<file path="src/logic/rss_consts.svh">
`ifndef RSS_CONSTS_SVH
`define RSS_CONSTS_SVH
// instruction word width and opcode layout
`define RSS_IW 10
`define RSS_OP_RETURN_SKIP 10'h045
`define RSS_OP_SET_CARRY 10'h007
`define RSS_OP_SET_PORT 10'h015
`define RSS_OP_COMPARE_IMM 10'h025
`define RSS_OP_SECOND_HI 6'h07
// set-bit words sit at 0x00C..0x00F, clear of the set-carry word 0x007
`define RSS_OP_SETBIT_HI 8'h03
// widths
`define RSS_PCW 13
`define RSS_SPW 3
`define RSS_DPW 9
`define RSS_PORTW 8
`define RSS_SPDEPTH 8
`define RSS_YW 3
`define RSS_ONE_BIT 1'h1
`define RSS_RST_PC 13'h0000
`define RSS_RST_SP 3'h7
`endif

</file>
<file path="src/logic/rss_pkg.sv">
package rss_pkg;
  typedef struct packed {
    logic [12:0] pc;
    logic [2:0] sp;
    logic skip;
    logic carry;
  } rss_cpu_state_t;
  typedef enum logic [2:0] {
    RSS_FETCH = 3'h1,
    RSS_RET2 = 3'h2,
    RSS_IMM2 = 3'h4
  } rss_phase_t;
endpackage : rss_pkg

</file>
<file path="src/logic/rss_bitset.sv">
`timescale 1ns/1ps
`include "rss_consts.svh"
module rss_bitset (
  input wire logic [3:0] word_in, // current data word
  input wire logic [1:0] bit_sel, // bit index 0..3
  output logic [3:0] word_out // word with bit forced high
);
  genvar i;
  generate
    for (i = 0; i < 4; i++) begin : g_bit
      assign word_out[i] = word_in[i] | (bit_sel == i[1:0]);
    end
  endgenerate
endmodule : rss_bitset

</file>
<file path="src/logic/rss_return_skip_set_compare_ops.sv">
`timescale 1ns/1ps
`include "rss_consts.svh"
module rss_return_skip_set_compare_ops (
  input wire logic sys_clk, // 25 MHz clock
  input wire logic reset, // sync, active high
  input wire logic instr_valid, // instruction word present
  input wire logic [9:0] instr, // fetched word
  input wire logic [3:0] accum, // accumulator value
  input wire logic [2:0] y_reg, // register Y
  input wire logic [8:0] data_pointer, // memory address
  input wire logic [3:0] mem_rdata, // M(data_pointer)
  input wire logic [12:0] stack_word, // return_stack entry at stack_pointer
  output logic [12:0] program_counter, // counter
  output logic [2:0] stack_pointer, // stack pointer
  output logic carry_flag, // carry
  output logic skip_next, // next word is skipped
  output logic mem_we, // memory write strobe
  output logic [8:0] mem_addr, // write address
  output logic [3:0] mem_wdata, // write data
  output logic [7:0] port_d, // port D latches
  output logic busy // second cycle in progress
);
  ////////////////////////////////////////////////////////////////////////
  rss_pkg::rss_cpu_state_t st_q, st_d;
  rss_pkg::rss_phase_t ph_q, ph_d;
  logic we_q, we_d;
  logic [8:0] addr_q, addr_d;
  logic [3:0] wd_q, wd_d;
  logic [7:0] port_q, port_d_d;
  logic [3:0] setword;
  logic is_bitset;
  logic busy_q, busy_d;
  logic take;

  assign is_bitset = instr[9:2] == `RSS_OP_SETBIT_HI;

  rss_bitset u_bitset (
    .word_in(mem_rdata),
    .bit_sel(instr[1:0]),
    .word_out(setword)
  );

  ////////////////////////////////////////////////////////////////////////
  always_comb begin
    st_d = st_q;
    ph_d = ph_q;
    we_d = 1'b0;
    addr_d = addr_q;
    wd_d = wd_q;
    port_d_d = port_q;
    case (ph_q)
      rss_pkg::RSS_FETCH: begin
        if (instr_valid) begin
          st_d.pc = st_q.pc + `RSS_PCW'(1);
          if (st_q.skip) begin
            st_d.skip = 1'b0;
          end else if (instr == `RSS_OP_RETURN_SKIP) begin
            st_d.pc = stack_word;
            st_d.sp = st_q.sp - `RSS_SPW'(1);
            ph_d = rss_pkg::RSS_RET2;
          end else if (instr == `RSS_OP_SET_CARRY) begin
            st_d.carry = `RSS_ONE_BIT;
          end else if (instr == `RSS_OP_SET_PORT) begin
            port_d_d[y_reg] = `RSS_ONE_BIT;
          end else if (instr == `RSS_OP_COMPARE_IMM) begin
            ph_d = rss_pkg::RSS_IMM2;
          end else if (is_bitset) begin
            we_d = 1'b1;
            addr_d = data_pointer;
            wd_d = setword;
          end
        end
      end
      rss_pkg::RSS_RET2: begin
        st_d.skip = 1'b1;
        ph_d = rss_pkg::RSS_FETCH;
      end
      rss_pkg::RSS_IMM2: begin
        if (instr_valid) begin
          st_d.pc = st_q.pc + `RSS_PCW'(1);
          st_d.skip = (instr[9:4] == `RSS_OP_SECOND_HI) && (accum == instr[3:0]);
          ph_d = rss_pkg::RSS_FETCH;
        end
      end
      default: ph_d = rss_pkg::RSS_FETCH;
    endcase
    busy_d = ph_d != rss_pkg::RSS_FETCH;
  end

  always_ff @(posedge sys_clk) begin
    if (reset) begin
      st_q <= '{pc: `RSS_RST_PC, sp: `RSS_RST_SP, skip: 1'b0, carry: 1'b0};
      ph_q <= rss_pkg::RSS_FETCH;
      we_q <= 1'b0;
      addr_q <= '0;
      wd_q <= '0;
      port_q <= '0;
      busy_q <= 1'b0;
    end else begin
      st_q <= st_d;
      ph_q <= ph_d;
      we_q <= we_d;
      addr_q <= addr_d;
      wd_q <= wd_d;
      port_q <= port_d_d;
      busy_q <= busy_d;
    end
  end

  assign program_counter = st_q.pc;
  assign stack_pointer = st_q.sp;
  assign carry_flag = st_q.carry;
  assign skip_next = st_q.skip;
  assign mem_we = we_q;
  assign mem_addr = addr_q;
  assign mem_wdata = wd_q;
  assign port_d = port_q;
  assign busy = busy_q;

  ////////////////////////////////////////////////////////////////////////
  ret_pop_a: assert property (@(posedge sys_clk) disable iff (reset)
    (ph_q == rss_pkg::RSS_FETCH && instr_valid && !st_q.skip && instr == `RSS_OP_RETURN_SKIP)
    |=> (stack_pointer == $past(stack_pointer) - 3'h1) && (program_counter == $past(stack_word))
    ##1 skip_next) else $error("return did not pop and skip");
  bit_set_a: assert property (@(posedge sys_clk) disable iff (reset)
    (ph_q == rss_pkg::RSS_FETCH && instr_valid && !st_q.skip && is_bitset)
    |=> mem_we && mem_wdata[$past(instr[1:0])] && mem_addr == $past(data_pointer))
    else $error("memory bit not set");
  port_set_a: assert property (@(posedge sys_clk) disable iff (reset)
    (ph_q == rss_pkg::RSS_FETCH && instr_valid && !st_q.skip && instr == `RSS_OP_SET_PORT)
    |=> port_d[$past(y_reg)] && $stable(carry_flag)) else $error("port bit not set");
  cmp_skip_a: assert property (@(posedge sys_clk) disable iff (reset)
    (ph_q == rss_pkg::RSS_IMM2 && instr_valid && instr[9:4] == `RSS_OP_SECOND_HI)
    |=> (skip_next == ($past(accum) == $past(instr[3:0]))) && $stable(carry_flag))
    else $error("compare skip wrong");
  carry_set_a: assert property (@(posedge sys_clk) disable iff (reset)
    (ph_q == rss_pkg::RSS_FETCH && instr_valid && !st_q.skip && instr == `RSS_OP_SET_CARRY)
    |=> carry_flag && !skip_next) else $error("carry not set");

  ////////////////////////////////////////////////////////////////////////
  // an instruction word is acted upon only when not being skipped
  assign take = ph_q == rss_pkg::RSS_FETCH && instr_valid && !st_q.skip;

  // a skipped word only advances the counter and clears the skip
  skip_consume_a: assert property (@(posedge sys_clk) disable iff (reset)
    (ph_q == rss_pkg::RSS_FETCH && instr_valid && st_q.skip)
    |=> !skip_next && program_counter == $past(program_counter) + 13'h1
    && $stable(carry_flag) && $stable(stack_pointer))
    else $error("skipped word not consumed");

  // return occupies exactly two cycles
  ret_busy_a: assert property (@(posedge sys_clk) disable iff (reset)
    (take && instr == `RSS_OP_RETURN_SKIP)
    |=> busy ##1 !busy)
    else $error("return not two cycles");

  // the second return cycle holds the restored counter
  ret_hold_a: assert property (@(posedge sys_clk) disable iff (reset)
    (ph_q == rss_pkg::RSS_RET2)
    |=> program_counter == $past(program_counter))
    else $error("counter moved in return cycle");

  // only a return moves the stack pointer
  sp_hold_a: assert property (@(posedge sys_clk) disable iff (reset)
    !(take && instr == `RSS_OP_RETURN_SKIP)
    |=> $stable(stack_pointer))
    else $error("stack pointer moved");

  // the write strobe follows only a taken set-bit word
  we_only_a: assert property (@(posedge sys_clk) disable iff (reset)
    !(take && is_bitset)
    |=> !mem_we)
    else $error("stray memory write");

  // set-port touches just the selected output
  port_only_a: assert property (@(posedge sys_clk) disable iff (reset)
    (take && instr == `RSS_OP_SET_PORT)
    |=> port_d == ($past(port_d) | (8'h01 << $past(y_reg))))
    else $error("other port bits changed");

  // compare waits a second cycle for its immediate word
  cmp_two_a: assert property (@(posedge sys_clk) disable iff (reset)
    (take && instr == `RSS_OP_COMPARE_IMM)
    |=> busy && $stable(carry_flag))
    else $error("compare not two words");
endmodule : rss_return_skip_set_compare_ops

</file>
<file path="config.mk">
export PLATFORM = sky130hd
export DESIGN_NAME = rss_return_skip_set_compare_ops
export DESIGN_NICKNAME = d
export VERILOG_FILES = /design/src/logic/rss_pkg.sv /design/src/logic/rss_bitset.sv /design/src/logic/rss_return_skip_set_compare_ops.sv
export VERILOG_INCLUDE_DIRS = /design/src /design/src/logic
export SDC_FILE = /design/constraint.sdc
export NUM_CORES = 1
export LEC_CHECK = 0
export BUFFER_PORTS_ARGS = -buffer_cell sky130_fd_sc_hd__buf_2
export CELL_PAD_IN_SITES_DETAIL_PLACEMENT = 1
export CELL_PAD_IN_SITES_GLOBAL_PLACEMENT = 2
export CORE_ASPECT_RATIO = 1.2
export CORE_MARGIN = 3
export CORE_UTILIZATION = 24
export CTS_CLUSTER_SIZE = 16
export DETAILED_ROUTE_END_ITERATION = 8
export PLACE_DENSITY = 0.8
export SETUP_SLACK_MARGIN = 0.2
export SYNTH_ARGS = -nofsm -noshare
export SYNTH_HDL_FRONTEND = slang
export SYNTH_SLANG_ARGS = --single-unit
</file>
<file path="constraint.sdc">
create_clock -name sys_clk -period 2.1 [get_ports sys_clk]
set_clock_uncertainty 0.2 [all_clocks]
set_input_delay 0.315 -clock sys_clk [delete_from_list [all_inputs] [get_ports sys_clk]]
set_output_delay 0.315 -clock sys_clk [all_outputs]
set_load 0.02 [all_outputs]
</file>
==> results.cfg, run 1 <==
[cts]
tritoncts = yes
numCtsBuffers = 5
holdBufCountCts = 0
numClockSinks = 44
htreeDepth = 2
clock_path_buffers = 2
cts_root_buffer = clkbuf_8
clkLatencyLatePin_ns = 0.30
clk_pin_slew_worst_paths_ns = 0.09

[grt]
antenna_found_initial = 0
grt_max_degree = 26
overflow = 0
busiest_layer = met2
track_usage_pct = 13.6
grtUsageMet2_pct = 23.2
grt_pass1_vias = 2358
use_met1_pct = 16.9
grt_use_met3_pct = 4.05
grt_pass1_wl_um = 11500

[drt]
dr.pass1.iters = 4
routed_wl_um = 7350
drc = 0
drtIter0Drc = 43
wl_per_cell_um = 15.0
drt.antenna.violating_nets = 0
vias = 2354
via_per_inst = 4.81

[place]
post-place-ws_ns = 0.0394
place_congestion = 0.795
placed_area_um2 = 2950
portBuffers = 86
dp_cells = 477
place.detailed.hpwl_um = 5610

[floorplan]
core_area_um2 = 9080
start_util_pct = 24.7
die_w_um = 94.2
io_pins = 87
rows = 38
die-area_um2 = 10500
dieHeight_um = 112

[sta]
worst_pin_slew_ns = 0.522
hold_slack_ns = 0.0476
setup_viol = 0
hold_violations = 0
slew_viol_final = 0
min_period_ns = 1.82
fmax_mhz = 551
fin_crit_sh_pct = 86.5
grt_setup_unrepaired = true
setup-tns-final_ns = 0
slew_headroom_pct = 65.2
setup_ws_ns = 0.284

[synthesis]
ys_ff_latch = 44
synth_flop_cell = dfxtp_1
syn_nets = 312
synth_area_um2 = 2240
synth-edff-count = 0
yosysWarnings = 0
postSynthCellCount = 264
synth_cell_types = 51
synthArstFlopShare_pct = 0
synth.avg_cell_area_um2 = 8.49
yosysSeqAreaShare_pct = 39.3

[power]
p_leak_nw = 1.36
ir_worst_vdd_mv = 0.304
power_mw = 1.94
power_density_nw_per_um2 = 596

[cells_and_area]
insertedDiodeCount = 0
drive_gt1_share_pct = 45.3
stdcell_count = 489
fin_nets = 416
final_util_pct = 35.8
finalInstanceArea_um2 = 3250
area_growth_pct = 45.0

[setup_path]
crit_path_end_kind = flip-flop
critPathRequiredTime_ns = 2.09
worstSetupStartpoint = skip_next$_SDFFE_PP0P_
r2r_start = skip_next$_SDFFE_PP0P_
critPathMaxFanout = 17
critPathLaunchType = flip-flop
arrival_ns = 1.81
crit_type = reg2reg

[run]
timing.max_cap.violations = 0

[run_status]
status = finished clean

[min_path]
hp-class = in2reg
min-delay-start = data_pointer[4]
final timing paths:
path | to | slack, ns | cells after the start
max reg2reg | mem_addr[6]$_SDFFE_PP0P_ | 0.28 | 6
min | mem_addr[4]$_SDFFE_PP0P_ | 0.05 | 3
max | mem_addr[6]$_SDFFE_PP0P_ | 0.28 | 6
min reg2reg | port_d[4]$_SDFFE_PP0P_ | 0.28 | 2
repair_timing:
action | in CTS | in global routing
setup buffers | 2 | 2
pin swaps | 1 | 6
gates resized for setup | 6 | 21
setup endpoints to repair | 14 | 20
report_power, final:
group	switching [mW]	total, mW	internal (mW)	leakage (nW)
Clock	0.316	0.912	0.595	0.0784
Combinational	0.101	0.178	0.0771	0.923
Sequential	0.00828	0.847	0.839	0.359
Total	0.425	1.94	1.51	1.36
cell usage after synthesis, types with 3 or more instances:
master	number	area [µm²]
dfxtp_1	44	881
nor2_1	42	158
a21oi_1	26	130
nand2_1	12	45.0
inv_1	11	41.3
mux2i_1	9	90.1
nor3_1	8	40.0
nor4_1	8	50.1
nand3_1	7	35.0
o21ai_0	6	30.0
o21ai_1	6	30.0
buf_2	5	25.0
clkbuf_1	5	18.8
nand4_1	5	31.3
a211oi_2	4	50.1
nor2_2	4	25.0
nor3b_1	4	30.0
xnor2_1	4	35.0
xor2_1	4	35.0
a21o_1	3	22.5
a31oi_1	3	18.8
buf_4	3	22.5
o32ai_1	3	26.3
or2_2	3	18.8
kinds of logic (layout without fill, tap and decap cells):
group	count (synthesis)	count (layout)	share of synthesized area [%]
DFF	44	44	39.3
xor gates and xnor gates	8	8	3.12
and+or+nand+nor	115	115	29.6
AOI/OAI and AO/OA	60	60	17.1
buffers and inverters	25	130	5.30
adders and majority gates	2	2	1.12
muxes	10	10	4.52
metal layers:
layer,vias to the layer above,wire length [µm]
met1,1126,3130
met5,-,0
li1,1146,-
met4,0,42
met3,4,565
met2,78,3610
cell type report:
| type | instances | area (µm²) |
|---|---|---|
| timing repair buffer | 111 | 631 |
| clock buffer | 5 | 68.8 |
| clock inverter | 3 | 90.1 |
| fill | 1115 | 5830 |
| multi-input combinational | 195 | 1380 |
| tap | 120 | 150 |
| sequential | 44 | 892 |
| inverter | 11 | 41.3 |
worst max-delay path, stage by stage, from the launching register on:
cell	delay, ns
dfxtp_1	0.38
and2b_1	0.28
nand2_2	0.09
nor4_4	0.29
buf_12	0.21
mux2i_1	0.20
nor2_1	0.05
sequential cells by signal (all words and copies together), names as in the netlist:
name	cells
mem_we	1
program_counter	13
port_d	8
stack_pointer	3
mem_wdata	4
busy	1
carry_flag	1
ph_q	3
mem_addr	9
skip_next	1
cells in the final DEF (no fill, tap or decap), drive strengths merged, types with 2 or more instances in the layout:
cell type  count
a211oi         6
a21o           3
o21ai         12
nand3          7
nand2         13
a21oi         26
or3            2
or2            3
nor2          46
xnor2          4
a31oi          3
nor4b          2
dfxtp         44
nand2b         2
inv           11
buf          111
ha             2
and4           2
clkbuf         5
nand4          5
o32ai          3
nor3           8
mux2i          9
nor3b          5
nor4          10
xor2           4
nand3b         2
bufinv         3
Note: power is estimated with default switching activity, not from simulation.
==> run 2, diff against run 1 <==
MAX_ROUTING_LAYER = met4   (was not set)
==> run 2 against run 1 <==
Compared with the run above:
- sequential power about the same
- routed wire length up 0.29%
- sequential cell count unchanged
- via count up 0.21%
- global-route usage up 0.38 points
- largest power group unchanged
- maximum frequency about the same
- register-to-register slack about the same
- largest cell class unchanged
- cell count unchanged
- worst setup slack worse by 0.00062 ns
- clock power about the same
==> results.cfg, run 2 (synthesized netlist as in run 1, its figures left out) <==
[run_status]
status = finished clean

[setup_path]
critPathRequiredTime_ns = 2.09
crit_path_end_kind = flip-flop
critPathMaxFanout = 17
arrival_ns = 1.81
crit_type = reg2reg
r2r_setup_slack_ns = 0.28
critPathLaunchType = flip-flop

[cells_and_area]
insertedDiodeCount = 0
drive_gt1_share_pct = 45.3
fin_nets = 416
layout_commonest_cell = buf_2
largest_reg_flops = 13
final_util_pct = 35.8
final_cell_mix = buf_2, nor2_1, dfxtp_1, a21oi_1, buf_4
area_growth_pct = 45.0

[cts]
cts_root_buffer = clkbuf_8
clock_path_buffers = 2
holdBufCountCts = 0
htreeDepth = 2
tritoncts = yes
clkLatencyLatePin_ns = 0.30
clk_pin_slew_worst_paths_ns = 0.09
numCtsBuffers = 5
numClockSinks = 44

[sta]
setup_viol = 0
setup-tns-final_ns = 0
fmax_mhz = 551
min_period_ns = 1.82
slew_headroom_pct = 65.2
grt_setup_unrepaired = true
fin_crit_sh_pct = 86.5
slew_viol_final = 0
worst_pin_slew_ns = 0.522
hold_violations = 0

[floorplan]
core_area_um2 = 9080
die_w_um = 94.2
dieHeight_um = 112
start_util_pct = 24.7
io_pins = 87
rows = 38
die-area_um2 = 10500

[power]
power_density_nw_per_um2 = 596
p_leak_nw = 1.36
ir_worst_vdd_mv = 0.304
power_mw = 1.94

[drt]
wl_per_cell_um = 15.1
via_per_inst = 4.82
dr.pass1.iters = 4
routed_wl_um = 7370
drt.antenna.violating_nets = 0
vias = 2359
drc = 0
drtIter0Drc = 37

[grt]
grt_pass1_wl_um = 11400
grt_pass1_vias = 2363
track_usage_pct = 13.9
overflow = 0
grt_max_degree = 26
antenna_found_initial = 0

[min_path]
hp-class = in2reg

[place]
place_congestion = 0.806
place.detailed.hpwl_um = 5610
portBuffers = 86

[run]
timing.max_cap.violations = 0
run 2: cell counts in the layout (fill, tap and decap cells not counted):
Identical to the previous run, type by type.
run 2: path summary, 6_finish.rpt:
kind                      startpoint                  endpoint  cells after the start
max reg2reg   skip_next$_SDFFE_PP0P_  mem_addr[6]$_SDFFE_PP0P_                      6
max           skip_next$_SDFFE_PP0P_  mem_addr[6]$_SDFFE_PP0P_                      6
min                  data_pointer[4]  mem_addr[4]$_SDFFE_PP0P_                      3
min reg2reg  carry_flag$_SDFFE_PP0P_   carry_flag$_SDFFE_PP0P_                      2
run 2: power breakdown:
part | leakage [nW] | internal [mW] | switching [mW] | total (mW)
sequential | 0.359 | 0.839 | 0.00824 | 0.847
clock | 0.0784 | 0.595 | 0.315 | 0.911
combinational | 0.923 | 0.0771 | 0.101 | 0.178
run 2: area by class of cell:
type	count	area [µm²]
Sequential cell	44	892
Fill cell	1115	5830
Inverter	11	41.3
Clock buffer	5	68.8
Clock inverter	3	90.1
Multi-Input combinational cell	195	1380
Timing Repair Buffer	111	631
Tap cell	120	150
run 2: routing by layer:
| layer | track usage (%) | wire, µm | vias to the layer above |
|---|---|---|---|
| met5 | - | 0 | - |
| met4 | 2.31 | 51 | 0 |
| met3 | 3.11 | 487 | 6 |
| met2 | 23.2 | 3610 | 84 |
| met1 | 17.5 | 3220 | 1122 |
| li1 | - | - | 1147 |
run 2: per-stage QoR:
step	hold WS, ns	std cells	instance area [µm²]	setup WS, ns
finish	0.0484	489	3250	0.283
global route	0.0511	489	3250	0.141
CTS	0.0398	487	3140	0.211
detailed placement	0.260	477	2950	0.0394
global placement	0.252	477	2950	0.0307
floorplan	0.234	264	2290	0.0737
run 2: worst max-delay path, cell delays in order, from the launching register on:
cell and delay (ns):
dfxtp_1 0.38, and2b_1 0.28, nand2_2 0.09, nor4_4 0.29
buf_12 0.21, mux2i_1 0.20, nor2_1 0.05
run 2: timing repair:
| action | in CTS | in global routing |
|---|---|---|
| setup buffers | 2 | 2 |
| gates resized for setup | 6 | 21 |
| endpoints found under the setup margin | 14 | 20 |
| pin swaps | 1 | 6 |
| hold endpoints to repair | 0 | 0 |
